--- src/include/efc_pkg.sv ---
package efc_pkg;

	// ************************************************************
	// Register table: index, reset value, writable bits
	// ************************************************************
	localparam int NREG = 40;

	// Register index; the Avalon word address equals this index
	localparam logic [15:0] REG_INDEX [0:NREG-1] = '{
		16'hE601, 16'hE602, 16'hE603, 16'hE609,
		16'hE610, 16'hE611, 16'hE612, 16'hE613, 16'hE614, 16'hE615,
		16'hE618, 16'hE619, 16'hE61A, 16'hE61B,
		16'hE620, 16'hE621, 16'hE622, 16'hE623, 16'hE624, 16'hE625, 16'hE626, 16'hE627,
		16'hE630, 16'hE631, 16'hE632, 16'hE633, 16'hE634, 16'hE635, 16'hE636, 16'hE637,
		16'hE640, 16'hE641, 16'hE642, 16'hE643,
		16'hE650, 16'hE652, 16'hE654, 16'hE656,
		16'hE658, 16'hE65A};

	localparam logic [7:0] REG_RESET [0:NREG-1] = '{
		8'h80, 8'h00, 8'h00, 8'h00,
		8'hA0, 8'hA0, 8'hA2, 8'hA0, 8'hE2, 8'hE0,
		8'h05, 8'h05, 8'h05, 8'h05,
		8'h02, 8'h00, 8'h02, 8'h00, 8'h02, 8'h00, 8'h02, 8'h00,
		8'h88, 8'h00, 8'h88, 8'h00, 8'h08, 8'h00, 8'h08, 8'h00,
		8'h01, 8'h01, 8'h01, 8'h01,
		8'h00, 8'h00, 8'h00, 8'h00,
		8'h00, 8'h00};

	// Bits outside the mask keep their reset value for good
	localparam logic [7:0] REG_WMASK [0:NREG-1] = '{
		8'hFF, 8'hFF, 8'hFF, 8'h3F,
		8'hB0, 8'hB0, 8'hFB, 8'hF0, 8'hFB, 8'hF0,
		8'h7D, 8'h7D, 8'h7D, 8'h7D,
		8'h07, 8'hFF, 8'h03, 8'hFF, 8'h07, 8'hFF, 8'h03, 8'hFF,
		8'hFB, 8'hFF, 8'hD9, 8'hFF, 8'hFB, 8'hFF, 8'hD9, 8'hFF,
		8'h83, 8'h83, 8'h83, 8'h83,
		8'h0F, 8'h0F, 8'h0F, 8'h0F,
		8'h3F, 8'hFD};

	// Slots of the table that the logic reads
	localparam int SLOT_IFCFG     = 0;
	localparam int SLOT_FLAGSEL   = 1;
	localparam int SLOT_POLARITY  = 3;
	localparam int SLOT_FIFOSETUP = 10;
	localparam int SLOT_INLEN     = 14;
	localparam int SLOT_THRESHOLD = 22;
	localparam int SLOT_ISO       = 30;
	localparam int SLOT_FLAGIE    = 34;
	localparam int SLOT_BULKIE    = 38;
	localparam int SLOT_PING_NAK_IRQ_ENABLE     = 39;

	// Registers outside the table
	localparam logic [15:0] OFS_FIFO_RESTORE  = 16'hE604;
	localparam logic [15:0] OFS_FORCE_IN      = 16'hE648;
	localparam logic [15:0] OFS_FORCE_OUT     = 16'hE649;
	localparam logic [15:0] OFS_FLAG_IRQ_EP2  = 16'hE651;
	localparam logic [15:0] OFS_FLAG_IRQ_STEP = 16'h0002;
	localparam logic [15:0] OFS_BULK_NAK_IRQ  = 16'hE659;

	// ************************************************************
	// Field positions
	// ************************************************************
	localparam int IFCFG_ASYNCHRONOUS_SELECT  = 3;
	localparam int IFCFG_CLKPOL = 4;
	localparam int IFCFG_STATE  = 2;
	localparam int IFCFG_FREQ   = 6;
	localparam int POL_COMMIT   = 5;
	localparam int POL_OE       = 4;
	localparam int POL_READ     = 3;
	localparam int POL_WRITE    = 2;
	localparam int POL_EMPTY    = 1;
	localparam int POL_FULL     = 0;
	localparam int SETUP_WIDE   = 0;
	localparam int SETUP_ZLEN   = 2;
	localparam int SETUP_AUTO_IN_COMMIT = 3;
	localparam int SETUP_AUTOUT = 4;
	localparam int IE_EDGE      = 3;
	localparam int CMD_TOP_BIT  = 7;
	localparam int PING_NAK_IRQ_ENABLE_BULK   = 0;

	localparam logic [1:0] ISO_PACKET_COUNT_MIN = 2'h1;

	// ************************************************************
	// Enumerations
	// ************************************************************
	typedef enum logic [1:0] {
		MODE_PORTS   = 2'b00,
		MODE_RESVD   = 2'b01,
		MODE_ALT     = 2'b10,
		MODE_FIFO    = 2'b11
	} efc_mode_e;

	// Flag pin select: upper two bits pick the flag kind, lower two the endpoint
	typedef enum logic [1:0] {
		FSEL_OFF     = 2'b00,
		FSEL_PROG    = 2'b01,
		FSEL_EMPTY   = 2'b10,
		FSEL_FULL    = 2'b11
	} efc_fsel_e;

	typedef enum logic [1:0] {
		BUS_IDLE     = 2'b00,
		BUS_ANSWER   = 2'b01
	} efc_bus_e;

endpackage

--- src/hw/efc_endpoint_fifo_regs.sv ---
// Design decision made here: register access over Avalon-MM.
`timescale 1ns/100ps
// Behaviour
// - Request bits only cleared by writes, never set
// - Interface config: mode, asynchronous_select, polarity, state, freq
// - Four 4-bit flag pin selectors, two per register
// - Restore write resets selected FIFO; NAK-all bit
// - Six polarity bits for strobes and flags
// - FIFO setup bits, reset value five
// - Auto IN length 11 or 10 bits
// - Threshold high: decision, status, speed-moved count
// - Endpoints 4/8 narrower threshold, 2-bit count
// - Iso packets per frame 1 to 3
// - Flag interrupt enables plus edge select
// - Flag interrupt requests bits 2:0 only
// - Ping-NAK enables per endpoint plus bulk summary
// - Mode field selects ports, FIFO or alternate
module efc_endpoint_fifo_regs
	import efc_pkg::*;
(
	// Clock, reset, enable
	input  wire logic             clk,
	input  wire logic             sys_rst,
	input  wire logic             ce,
	// Avalon-MM slave
	input  wire logic [15:0]      address,
	input  wire logic             read,
	input  wire logic             write,
	input  wire logic [3:0]       byteenable,
	input  wire logic [31:0]      writedata,
	output logic      [31:0]      readdata,
	output logic                  waitrequest,
	// Slave FIFO pins from the external master
	input  wire logic             packetCommitPin,
	input  wire logic             fifoOePin,
	input  wire logic             fifoReadPin,
	input  wire logic             fifoWritePin,
	input  wire logic [1:0]       fifoAddrPin,
	// FIFO core status, same clock
	input  wire logic [3:0]       flagProg,
	input  wire logic [3:0]       flagEmpty,
	input  wire logic [3:0]       flagFull,
	input  wire logic [5:0]       bulkInNak,
	input  wire logic             highSpeed,
	// Pin side outputs
	output logic      [3:0]       flagPins,
	output logic                  fifoDataOe,
	output logic      [3:0]       fifoReadPulse,
	output logic      [3:0]       fifoWritePulse,
	output logic      [3:0]       commitPulse,
	// Commands to the FIFO core
	output logic      [3:0]       forceInPulse,
	output logic      [3:0]       forceOutPulse,
	output logic                  forceSkip,
	output logic      [3:0]       fifoRestorePulse,
	output logic                  nakEveryEndpoint,
	// Configuration to the FIFO core
	output logic      [1:0]       interfaceMode,
	output logic                  asynchronousSelect,
	output logic                  interfaceClockPolarity,
	output logic                  stateOutputEnable,
	output logic                  clockSelect48,
	output logic      [3:0]       fifoWordWide,
	output logic      [3:0]       autoInCommit,
	output logic      [3:0]       autoOutCommit,
	output logic      [3:0]       zeroLengthInEnable,
	output logic      [3:0][10:0] inPacketLength,
	output logic      [3:0][2:0]  packetCount,
	output logic      [3:0][1:0]  packetsPerFrame,
	output logic      [5:0]       pingNakEnable,
	// Interrupt
	output logic                  irq
);

	// ************************************************************
	// State
	// ************************************************************
	typedef struct packed {
		efc_bus_e             busState;
		logic                 waitReq;
		logic [7:0]           rdData;
		logic [0:NREG-1][7:0] regs;
		logic [5:0]           bulkReq;
		logic [3:0]           prevStrobe;
		logic [3:0]           flagPins;
		logic                 dataOe;
		logic [3:0]           rdPulse;
		logic [3:0]           wrPulse;
		logic [3:0]           cmPulse;
		logic [3:0]           inPulse;
		logic [3:0]           outPulse;
		logic                 skip;
		logic [3:0]           restorePulse;
		logic                 nak_every_endpoint;
		logic [3:0][2:0]      pktCount;
		logic                 irq;
	} efc_top_s;

	efc_top_s        st;
	efc_top_s        next_st;
	logic [5:0]      pinStable;
	logic [3:0][2:0] flagReq;
	logic [3:0][2:0] flagClear;
	logic [3:0][2:0] flagBits;
	logic [3:0]      edgeFall;
	logic [5:0]      bulkClear;
	logic [7:0]      rdValue;
	logic            hit;
	logic [5:0]      slot;
	logic [1:0]      cmdIdx;
	logic            cmdValid;
	logic [3:0]      asserted;
	logic [1:0]      addrIdx;
	logic            fifoMode;

	// ************************************************************
	// Helpers
	// ************************************************************
	function automatic logic [6:0] findSlot(input logic [15:0] a);
		logic [6:0] r;
		r = '0;
		for (int i = 0; i < NREG; i++) begin
			if (REG_INDEX[i] == a) begin
				r = {1'b1, 6'(i)};
			end
		end
		return r;
	endfunction

	// Endpoint field values 2, 4, 6 and 8 map to FIFO 0..3
	function automatic logic [2:0] endpointIdx(input logic [3:0] f);
		logic [2:0] r;
		case (f)
			4'h2: r = 3'b100;
			4'h4: r = 3'b101;
			4'h6: r = 3'b110;
			4'h8: r = 3'b111;
			default: r = 3'b000;
		endcase
		return r;
	endfunction

	// ************************************************************
	// Pins and per-endpoint flag interrupts
	// ************************************************************
	efc_pin_sync #(
		.W(6)
	) pinSync (
		.clk      (clk),
		.sys_rst  (sys_rst),
		.ce       (ce),
		.pinIn    ({fifoAddrPin, packetCommitPin, fifoOePin, fifoReadPin, fifoWritePin}),
		.pinStable(pinStable)
	);

	for (genvar e = 0; e < 4; e++) begin : gEp
		assign flagBits[e] = {flagProg[e], flagEmpty[e], flagFull[e]};
		assign edgeFall[e] = st.regs[SLOT_FLAGIE + e][IE_EDGE];
		efc_ep_irq epIrq (
			.clk        (clk),
			.sys_rst    (sys_rst),
			.ce         (ce),
			.flags      (flagBits[e]),
			.edgeFalling(edgeFall[e]),
			.clearBits  (flagClear[e]),
			.request    (flagReq[e])
		);
	end

	// ************************************************************
	// Next state
	// ************************************************************
	always_comb begin
		next_st              = st;
		next_st.rdPulse      = '0;
		next_st.wrPulse      = '0;
		next_st.cmPulse      = '0;
		next_st.inPulse      = '0;
		next_st.outPulse     = '0;
		next_st.restorePulse = '0;
		flagClear            = '0;
		bulkClear            = '0;
		{hit, slot}          = findSlot(address);
		{cmdValid, cmdIdx}   = endpointIdx(writedata[3:0]);
		fifoMode             = st.regs[SLOT_IFCFG][1:0] == MODE_FIFO;

		// Read value; write-only and unmapped addresses read zero
		rdValue = '0;
		if (hit) begin
			rdValue = st.regs[slot];
		end
		for (int e = 0; e < 4; e++) begin
			if (address == OFS_FLAG_IRQ_EP2 + 16'(e) * OFS_FLAG_IRQ_STEP) begin
				rdValue = {5'h00, flagReq[e]};
			end
		end
		if (address == OFS_BULK_NAK_IRQ) begin
			rdValue = {2'h0, st.bulkReq};
		end

		// Bus: take the request, answer one cycle later
		case (st.busState)
			BUS_IDLE: begin
				if (read || write) begin
					next_st.busState = BUS_ANSWER;
					next_st.waitReq  = 1'b0;
					next_st.rdData   = rdValue;
				end
			end
			BUS_ANSWER: begin
				next_st.busState = BUS_IDLE;
				next_st.waitReq  = 1'b1;
				if (write && byteenable[0]) begin
					if (hit) begin
						// Read-only bits keep their reset value
						next_st.regs[slot] = (st.regs[slot] & ~REG_WMASK[slot])
							| (writedata[7:0] & REG_WMASK[slot]);
						// A zero packet count is not legal; fall back to one
						if (slot >= 6'(SLOT_ISO) && slot < 6'(SLOT_ISO + 4)
							&& writedata[1:0] == 2'h0) begin
							next_st.regs[slot][1:0] = ISO_PACKET_COUNT_MIN;
						end
					end
					if (address == OFS_FIFO_RESTORE) begin
						next_st.nak_every_endpoint = writedata[CMD_TOP_BIT];
						if (cmdValid) begin
							next_st.restorePulse[cmdIdx] = 1'b1;
						end
					end
					if (address == OFS_FORCE_IN || address == OFS_FORCE_OUT) begin
						next_st.skip = writedata[CMD_TOP_BIT];
						if (cmdValid && address == OFS_FORCE_IN) begin
							next_st.inPulse[cmdIdx] = 1'b1;
						end
						if (cmdValid && address == OFS_FORCE_OUT) begin
							next_st.outPulse[cmdIdx] = 1'b1;
						end
					end
					for (int e = 0; e < 4; e++) begin
						if (address == OFS_FLAG_IRQ_EP2 + 16'(e) * OFS_FLAG_IRQ_STEP) begin
							flagClear[e] = writedata[2:0];
						end
					end
					if (address == OFS_BULK_NAK_IRQ) begin
						bulkClear = writedata[5:0];
					end
				end
			end
			default: begin
				next_st.busState = BUS_IDLE;
				next_st.waitReq  = 1'b1;
			end
		endcase

		// Bulk NAK events; an event beats a clear in the same cycle
		next_st.bulkReq = (st.bulkReq & ~bulkClear) | bulkInNak;

		// Strobes: polarity bit high means active high
		asserted[3] = ~(pinStable[3] ^ st.regs[SLOT_POLARITY][POL_COMMIT]);
		asserted[2] = ~(pinStable[2] ^ st.regs[SLOT_POLARITY][POL_OE]);
		asserted[1] = ~(pinStable[1] ^ st.regs[SLOT_POLARITY][POL_READ]);
		asserted[0] = ~(pinStable[0] ^ st.regs[SLOT_POLARITY][POL_WRITE]);
		addrIdx            = pinStable[5:4];
		next_st.prevStrobe = asserted;
		next_st.dataOe     = fifoMode && asserted[2];
		// Strobes count only in slave FIFO mode
		if (fifoMode) begin
			next_st.cmPulse[addrIdx] = asserted[3] && !st.prevStrobe[3];
			next_st.rdPulse[addrIdx] = asserted[1] && !st.prevStrobe[1];
			next_st.wrPulse[addrIdx] = asserted[0] && !st.prevStrobe[0];
		end

		// Flag pins from their selectors, empty and full polarity applied
		for (int p = 0; p < 4; p++) begin
			logic [3:0] sel;
			logic       act;
			logic       lvl;
			sel = st.regs[SLOT_FLAGSEL + p / 2][(p % 2) * 4 +: 4];
			act = 1'b0;
			lvl = 1'b1;
			case (efc_fsel_e'(sel[3:2]))
				FSEL_PROG: begin
					act = flagProg[sel[1:0]];
				end
				FSEL_EMPTY: begin
					act = flagEmpty[sel[1:0]];
					lvl = st.regs[SLOT_POLARITY][POL_EMPTY];
				end
				FSEL_FULL: begin
					act = flagFull[sel[1:0]];
					lvl = st.regs[SLOT_POLARITY][POL_FULL];
				end
				default: begin
					act = 1'b0;
				end
			endcase
			next_st.flagPins[p] = act ? lvl : ~lvl;
		end

		// Packet count moves between registers with bus speed
		for (int e = 0; e < 4; e++) begin
			logic [7:0] hiReg;
			logic [7:0] loReg;
			hiReg = st.regs[SLOT_THRESHOLD + 2 * e];
			loReg = st.regs[SLOT_THRESHOLD + 2 * e + 1];
			if (highSpeed) begin
				next_st.pktCount[e] = hiReg[5:3];
			end else begin
				next_st.pktCount[e] = {hiReg[0], loReg[7:6]};
			end
			// Endpoints 4 and 8 carry a two-bit count
			if (e % 2 == 1) begin
				next_st.pktCount[e][2] = 1'b0;
			end
		end

		// Enabled flag requests or the bulk NAK summary raise irq
		next_st.irq = 1'b0;
		for (int e = 0; e < 4; e++) begin
			if ((flagReq[e] & st.regs[SLOT_FLAGIE + e][2:0]) != 3'h0) begin
				next_st.irq = 1'b1;
			end
		end
		if (st.regs[SLOT_PING_NAK_IRQ_ENABLE][PING_NAK_IRQ_ENABLE_BULK]
			&& (st.bulkReq & st.regs[SLOT_BULKIE][5:0]) != 6'h00) begin
			next_st.irq = 1'b1;
		end
	end

	// ************************************************************
	// Registers
	// ************************************************************
	always_ff @(posedge clk or posedge sys_rst) begin
		if (sys_rst) begin
			st          <= '0;
			st.busState <= BUS_IDLE;
			st.waitReq  <= 1'b1;
			for (int i = 0; i < NREG; i++) begin
				st.regs[i] <= REG_RESET[i];
			end
		end else if (ce) begin
			st <= next_st;
		end
	end

	// ************************************************************
	// Outputs, all taken from flip-flops
	// ************************************************************
	assign readdata               = {24'h000000, st.rdData};
	assign waitrequest            = st.waitReq;
	assign flagPins               = st.flagPins;
	assign fifoDataOe             = st.dataOe;
	assign fifoReadPulse          = st.rdPulse;
	assign fifoWritePulse         = st.wrPulse;
	assign commitPulse            = st.cmPulse;
	assign forceInPulse           = st.inPulse;
	assign forceOutPulse          = st.outPulse;
	assign forceSkip              = st.skip;
	assign fifoRestorePulse       = st.restorePulse;
	assign nakEveryEndpoint       = st.nak_every_endpoint;
	assign interfaceMode          = st.regs[SLOT_IFCFG][1:0];
	assign asynchronousSelect     = st.regs[SLOT_IFCFG][IFCFG_ASYNCHRONOUS_SELECT];
	assign interfaceClockPolarity = st.regs[SLOT_IFCFG][IFCFG_CLKPOL];
	assign stateOutputEnable      = st.regs[SLOT_IFCFG][IFCFG_STATE];
	assign clockSelect48          = st.regs[SLOT_IFCFG][IFCFG_FREQ];
	assign packetCount            = st.pktCount;
	assign pingNakEnable          = st.regs[SLOT_PING_NAK_IRQ_ENABLE][7:2];
	assign irq                    = st.irq;

	for (genvar e = 0; e < 4; e++) begin : gCfg
		assign fifoWordWide[e]       = st.regs[SLOT_FIFOSETUP + e][SETUP_WIDE];
		assign zeroLengthInEnable[e] = st.regs[SLOT_FIFOSETUP + e][SETUP_ZLEN];
		assign autoInCommit[e]       = st.regs[SLOT_FIFOSETUP + e][SETUP_AUTO_IN_COMMIT];
		assign autoOutCommit[e]      = st.regs[SLOT_FIFOSETUP + e][SETUP_AUTOUT];
		assign inPacketLength[e]     = {st.regs[SLOT_INLEN + 2 * e][2:0],
			st.regs[SLOT_INLEN + 2 * e + 1]};
		assign packetsPerFrame[e]    = st.regs[SLOT_ISO + e][1:0];
	end

endmodule

--- src/hw/efc_pin_sync.sv ---
`timescale 1ns/100ps
module efc_pin_sync #(
	parameter int W = 1
) (
	// Clock and reset
	input  wire logic         clk,
	input  wire logic         sys_rst,
	input  wire logic         ce,
	// Pins and filtered result
	input  wire logic [W-1:0] pinIn,
	output logic      [W-1:0] pinStable
);

	typedef struct packed {
		logic [W-1:0] s1;
		logic [W-1:0] s2;
		logic [W-1:0] s3;
		logic [W-1:0] stable;
	} efc_sync_s;

	efc_sync_s st;
	efc_sync_s next_st;

	// A bit moves only once the second and third stage agree
	always_comb begin
		next_st    = st;
		next_st.s1 = pinIn;
		next_st.s2 = st.s1;
		next_st.s3 = st.s2;
		for (int i = 0; i < W; i++) begin
			if (st.s2[i] == st.s3[i]) begin
				next_st.stable[i] = st.s3[i];
			end
		end
	end

	always_ff @(posedge clk or posedge sys_rst) begin
		if (sys_rst) begin
			st <= '0;
		end else if (ce) begin
			st <= next_st;
		end
	end

	assign pinStable = st.stable;

endmodule

--- src/hw/efc_ep_irq.sv ---
`timescale 1ns/100ps
module efc_ep_irq (
	// Clock and reset
	input  wire logic       clk,
	input  wire logic       sys_rst,
	input  wire logic       ce,
	// Flags {programmable, empty, full}, active high
	input  wire logic [2:0] flags,
	input  wire logic       edgeFalling,
	// Write-one-to-clear and request bits
	input  wire logic [2:0] clearBits,
	output logic      [2:0] request
);

	typedef struct packed {
		logic [2:0] prev;
		logic [2:0] req;
	} efc_irq_s;

	efc_irq_s   st;
	efc_irq_s   next_st;
	logic [2:0] event3;

	always_comb begin
		next_st      = st;
		event3       = flags & ~st.prev;
		// Programmable flag may trigger on its falling edge instead
		if (edgeFalling) begin
			event3[2] = ~flags[2] & st.prev[2];
		end
		next_st.prev = flags;
		// Set wins over a clear in the same cycle; writes only clear
		next_st.req  = (st.req & ~clearBits) | event3;
	end

	always_ff @(posedge clk or posedge sys_rst) begin
		if (sys_rst) begin
			st <= '0;
		end else if (ce) begin
			st <= next_st;
		end
	end

	assign request = st.req;

endmodule

--- config.mk ---
export PLATFORM = sky130hd
export DESIGN_NAME = efc_endpoint_fifo_regs
export DESIGN_NICKNAME = d
export VERILOG_FILES = /design/src/include/efc_pkg.sv /design/src/hw/efc_endpoint_fifo_regs.sv /design/src/hw/efc_pin_sync.sv /design/src/hw/efc_ep_irq.sv
export SDC_FILE = /design/constraint.sdc
export NUM_CORES = 1
export LEC_CHECK = 0
export BUFFER_PORTS_ARGS = -buffer_cell sky130_fd_sc_hd__buf_2
export CAP_MARGIN = 0
export CORE_MARGIN = 2
export CORE_UTILIZATION = 25
export CTS_BUF_LIST = sky130_fd_sc_hd__clkbuf_4
export CTS_CLUSTER_DIAMETER = 60
export DETAILED_ROUTE_END_ITERATION = 12
export PLACE_DENSITY = 0.41
export SKIP_CTS_REPAIR_TIMING = 1
export SYNTH_ARGS = -nofsm -noshare
export SYNTH_HDL_FRONTEND = slang
export SYNTH_SLANG_ARGS = --single-unit
--- constraint.sdc ---
create_clock -name clk -period 30.3 [get_ports clk]
set_clock_uncertainty 0.05 [all_clocks]
set_input_delay 1.515 -clock clk [delete_from_list [all_inputs] [get_ports clk]]
set_output_delay 1.515 -clock clk [all_outputs]
set_load 0.02 [all_outputs]
==> results_dict.tcl, run 1 <==
set metrics [dict create \
    critPathLaunchType "input pin" \
    clock.fmax_mhz 157 \
    core_um2 85100 \
    r2r_cells 6 \
    met1_usage_pct 26.4 \
    grt_max_degree 102 \
    cpMostUsedCell "nand2_1" \
    io_pins 239 \
    via_per_inst 4.96 \
    die_area_um2 88200 \
    drc 0 \
    ir_drop_v 0.0000194 \
    async_flop_share_pct 100 \
    nNetsFinal 2349 \
    grt_busiest_layer "met2" \
    mostFrequentLayoutCell "dfrtp_1" \
    placed_cell_area_um2 22300 \
    startpoint "address[4]" \
    outcome "finished clean" \
    antenna_found_initial 2 \
    tightestPinTransition_ps 1230 \
    yosys-top-cells-area "dfrtp_1, nand2_1, o21ai_0" \
    arrival_ps 7050 \
    yosys.area.top_type_share_pct 45.3 \
    std_cell_rows 107 \
    cap_violations 0 \
    routedWlPerCell_um 24.3 \
    min_path_type "flop to flop" \
    clk_pin_slew_ps 60 \
    cts_buffer_depth 3 \
    cts_sinks 429 \
    drtAntennaViolNets 0 \
    syn_avg_cell_area_um2 9.45 \
    p_leak_nw 10.4 \
    met3_usage_pct 4.40 \
    ys.flop_type "dfrtp_1" \
    tritoncts "yes" \
    gp_congestion 0.876 \
    cts_buffers 117 \
    max-slew-margin-rel_pct 17.0 \
    grt_pass1_vias 17700 \
    worstSetupEndpointType "flop" \
    r2r_slack_ps 27660 \
    syn-cell-area_um2 21500 \
    synth_edf_count 0 \
    vias 17400 \
    area_growth_pct 11.5 \
    synth_warnings 0 \
    ys_seq_elements 429 \
    grt_pass1_wl_mm 126 \
    syn_inst 2271 \
    htreeDepth 3 \
    die-height_um 297 \
    hold_violations 0 \
    wl_mm 85.3 \
    initial_core_util_pct 25.2 \
    maxSlewViolCount 0 \
    io_buffers 185 \
    crit_fanout 45 \
    ys_seq_area_share_pct 50.2 \
    root_buffer "clkbuf_4" \
    r2r-end "autoInCommit[3]" \
    finalSetupViolCount 0 \
    final_cell_mix "dfrtp_1, nand2_1, o21ai_0, clkbuf_4, buf_2" \
    cp_cell_sequence "buf_2 -> or3b_2 -> nor4_1 -> o311ai_4 -> nand3_4 -> buf_4 -> nand2_1 -> nor2_1 -> nand2_1 -> nand2_1 -> o21ai_0" \
    power.density_nw_per_um2 51.5 \
    cp-endpoint "st[157]" \
    insertion_delay_ps 930 \
    yosysTopAreaCell "dfrtp_1" \
    reg2reg_from "st[383]" \
    finalCriticalPeriod_ps 6380 \
    crit_type "input pin to flop" \
    initialDrtViolationCount 1399 \
    cp_slowest_cell "nor2_1" \
    rsz0062_at_grt "false" \
    overflow 0 \
    fin_crit_sh_pct 21.1 \
    critPathMaxStageDelay_ps 960 \
    gr-usage-met2_pct 29.6 \
    first_pass_iters 7 \
    dp_hpwl_mm 59.2 \
    nFillCells 9181 \
    setup_tns_ps 0 \
    required_ps 30970 \
    drive_gt1_share_pct 23.9 \
    die_w_um 297 \
    grt_usage_pct 19.2 \
    ys_types 91 \
    final_design_area_no_fill_um2 23900 \
]
==> worst min-delay path by stage <==
| stage | from | slack [ps] | to | cells after the start |
|---|---|---|---|---|
| after floorplan | st[227] | 370 | st[227] | 1 |
| after global placement | st[227] | 310 | st[227] | 0 |
| after detailed placement | st[227] | 310 | st[227] | 0 |
| after CTS | st[227] | 330 | st[227] | 0 |
| after global routing | st[327] | 330 | st[327] | 0 |
| final | st[108] | 320 | st[108] | 0 |
==> critical path, delay by kind of cell <==
family	cells	cell delay, ps
AO/OA/AOI/OAI	2	520
buffers and inverters	2	1040
AND/OR/NAND/NOR	7	3870
==> power by group <==
part | switching [W] | leakage (nW) | internal (W)
Sequential | 0.00000875 | 5.64 | 0.000585
Combinational | 0.0000561 | 3.77 | 0.0000245
Clock | 0.000260 | 0.967 | 0.000298
Total | 0.000325 | 10.4 | 0.000907
==> layer usage <==
metal  share of wire, %  vias to the layer above  routed length (µm)
met5              0.020                        -                  17
met4                2.8                        2                2410
met3                7.1                      144                6020
met2                 45                      678               38100
met1                 45                     8717               38800
li1                   -                     7869                   -
==> metrics by stage <==
step                      total power (W)  cells  hold slack (ps)  util, %  setup slack [ps]
final                             0.00123   3513              323     28.1             23920
after global routing              0.00129   3513              335     28.1             23920
after CTS                         0.00125   3512              327     28.1             24220
after detailed placement         0.000686   3292              312     26.2             23200
after global placement           0.000685   3292              311     26.2             23250
after floorplan                  0.000659   2296              374        -             16850
==> final cells by class <==
type,instances,area (µm²),area share [%]
inverter,40,158,0.658
clock inverter,25,144,0.601
tap,1144,1430,5.98
antenna,1,2.50,0.0105
timing repair buffer,230,1270,5.29
sequential,429,10800,45.0
clock buffer,195,1460,6.11
multi-input combinational,1449,8690,36.3
==> cells by family (layout without fill, tap and decap cells) <==
group / Yosys count / count (layout) / synth area share (%)
and+or+nand+nor: 702 / 702 / 15.1
AOI/OAI and AO/OA: 575 / 575 / 16.6
DFF: 429 / 429 / 50.2
buffers and inverters: 418 / 490 / 10.3
muxes: 130 / 130 / 7.08
xor gates and xnor gates: 16 / 16 / 0.653
other: 1 / 27 / 0.0175
==> state kept, by name, indices dropped and copies added, names as in the netlist, 6 cells and up <==
signal	cells
st	246
pingNakEnable	6
pinSync.st	6
gEp.epIrq.st	12
readdata	8
pinSync.pinStable	6
pinSync.next_st	12
packetsPerFrame	8
inPacketLength	44
packetCount	10
gEp.epIrq.request	12
==> synth_stat cells (5+ instances only) <==
cell and instances:
a211o_1 6, a211oi_1 10, a21oi_1 78, a221oi_1 10
a22o_1 6, a22oi_1 11, a31oi_1 22, a32oi_1 7
and3_1 6, buf_1 9, buf_2 30, buf_4 154
clkbuf_1 181, dfrtp_1 389, dfstp_2 40, inv_1 40
mux2_2 45, mux2i_1 72, mux4_2 13, nand2_1 373
nand2b_1 21, nand3_1 61, nand3b_1 15, nand4_1 13
nor2_1 96, nor3_1 42, nor4_1 19, o211ai_1 24
o21ai_0 267, o21ai_1 5, o221ai_1 13, o22a_1 6
o22ai_1 39, o32a_1 5, o32ai_1 6, or3_1 11
xnor2_1 12
Note: power is estimated with default switching activity, not from simulation.
==> run 2, diff against run 1 <==
Clock period 30.3 ns to 6.2 ns, I/O delays scaled along.
==> run 2 against run 1 <==
Total power grew to 5.0 times the previous value. Worst hold slack lost 270 ps. Highest routed layer is now met4. Via count grew 0.91%. Largest power group unchanged. Sequential power grew to 4.9 times the previous value. Critical path depth grew 1. Non-clock buffer count grew 69. Combinational power grew to 5.2 times the previous value.
==> results_dict.tcl, run 2 (same netlist as run 1, synthesis figures left out) <==
set metrics [dict create \
    outcome "finished clean" \
    finalSetupViolCount 0 \
    cp-endpoint "inPacketLength[25]" \
    reg2reg_from "st[383]" \
    p_sw_w 0.00160 \
    drc 0 \
    placed_cells 3311 \
    mostFrequentLayoutCell "dfrtp_1" \
    grt_max_degree 160 \
    overflow 0 \
    layout_setup_ws_ps 1750 \
    grt_pass1_vias 17700 \
    met1_usage_pct 26.9 \
    fin_crit_sh_pct 71.7 \
    hold_violations 0 \
    p_leak_nw 10.7 \
    clk_pin_slew_ps 60 \
    vias 17600 \
    post-place-ws_ps 1360 \
    max-slew-margin-rel_pct 16.2 \
    tightestPinTransition_ps 1250 \
    insertion_delay_ps 920 \
    seq_power_share_pct 47.5 \
    routedWlPerCell_um 23.8 \
    initial_core_util_pct 25.2 \
    critPathLaunchType "input pin" \
    power.density_nw_per_um2 248 \
    setup_tns_ps 0 \
    largest_reg_flops 246 \
    r2r_cells 6 \
    grt_busiest_layer "met2" \
    std_cell_rows 107 \
    min_path_type "input pin to flop" \
    met3_usage_pct 4.13 \
    required_ps 6870 \
    rsz0062_at_grt "false" \
    via_per_inst 4.90 \
    die_w_um 297 \
    arrival_ps 5120 \
    cts_sinks 429 \
    cts_buffers 120 \
    core_um2 85100 \
    final_cell_mix "dfrtp_1, nand2_1, o21ai_0, clkbuf_4, buf_2" \
    tritoncts "yes" \
    crit_fanout 29 \
    ir_drop_v 0.000125 \
    clock.fmax_mhz 225 \
    cap_violations 0 \
    final_util_pct 29.0 \
    finalNonFillerCells 3589 \
    first_pass_iters 5 \
    clkPwrFrac_pct 45.7 \
    swShare_pct 26.2 \
    root_buffer "clkbuf_4" \
    r2r-end "st[322]" \
    drive_gt1_share_pct 23.8 \
    cts_buffer_depth 3 \
    wl_mm 85.5 \
    area_growth_pct 14.8 \
    initialDrtViolationCount 1673 \
    grt_pass1_wl_mm 125 \
    htreeDepth 3 \
    grt_usage_pct 19.1 \
    p_int_w 0.00451 \
    startpoint "address[1]" \
    crit_type "input pin to flop" \
    io_buffers 185 \
    drtAntennaViolNets 0 \
    gr-usage-met2_pct 29.0 \
    io_pins 239 \
    die-height_um 297 \
    dp_hpwl_mm 59.7 \
    die_area_um2 88200 \
    worstSetupEndpointType "flop" \
    power.share.combinational_pct 6.9 \
    top_register "st" \
    final_design_area_no_fill_um2 24700 \
    placed_cell_area_um2 22500 \
    r2r_slack_ps 3460 \
    antenna_found_initial 3 \
    nNetsFinal 2421 \
    maxSlewViolCount 0 \
    finalCriticalPeriod_ps 4450 \
    gp_congestion 0.887 \
]
[run 2: worst min path at each step]
stage	startpoint	cells after the start	to	slack (ps)
finish	writedata[4]	4	st[66]	50
global route	writedata[5]	4	st[67]	20
CTS	sys_rst	2	st[67]	-560
detailed placement	st[108]	0	st[108]	310
global placement	st[105]	0	st[105]	310
floorplan	bulkInNak[0]	2	st[48]	370
[run 2: worst max-delay path, stage by stage]
cell	delay (ps)
dlygate4sd3_1	530
buf_2	470
nand2b_1	150
a2111o_1	360
a211o_1	550
nand3_4	180
buf_4	370
nand2_1	400
nor2_1	890
nand2_1	580
nand2_1	180
o21ai_0	100
[run 2: power by group through the flow]
stage          Clock, W  Combinational (W)  Sequential [W]
2_1_floorplan         0           0.000281         0.00294
3_3_place_gp          0           0.000394         0.00295
3_5_place_dp          0           0.000403         0.00295
4_1_cts         0.00290           0.000404         0.00290
5_1_grt         0.00306           0.000460         0.00291
6_report        0.00279           0.000420         0.00290
[run 2: area by class of cell]
cell class | instances | area [µm²]
Sequential cell | 429 | 10800
Multi-Input combinational cell | 1449 | 8670
Clock buffer | 190 | 1430
Clock inverter | 34 | 229
Inverter | 40 | 154
Antenna cell | 4 | 10.0
Timing Repair Buffer | 299 | 1950
Fill cell | 9150 | 60500
Tap cell | 1144 | 1430
[run 2: per-layer routing]
metal  up-vias  part of all wire [%]
li1       8031                     -
met4         0                   2.7
met3       130                   6.4
met2       658                    44
met5         -                     0
met1      8750                    47
[run 2: stage by stage]
stage               power, W  hold WS (ps)
floorplan            0.00322           370
global placement     0.00335           311
detailed placement   0.00336           310
CTS                  0.00621          -562
global route         0.00643          24.3
finish               0.00612          49.2
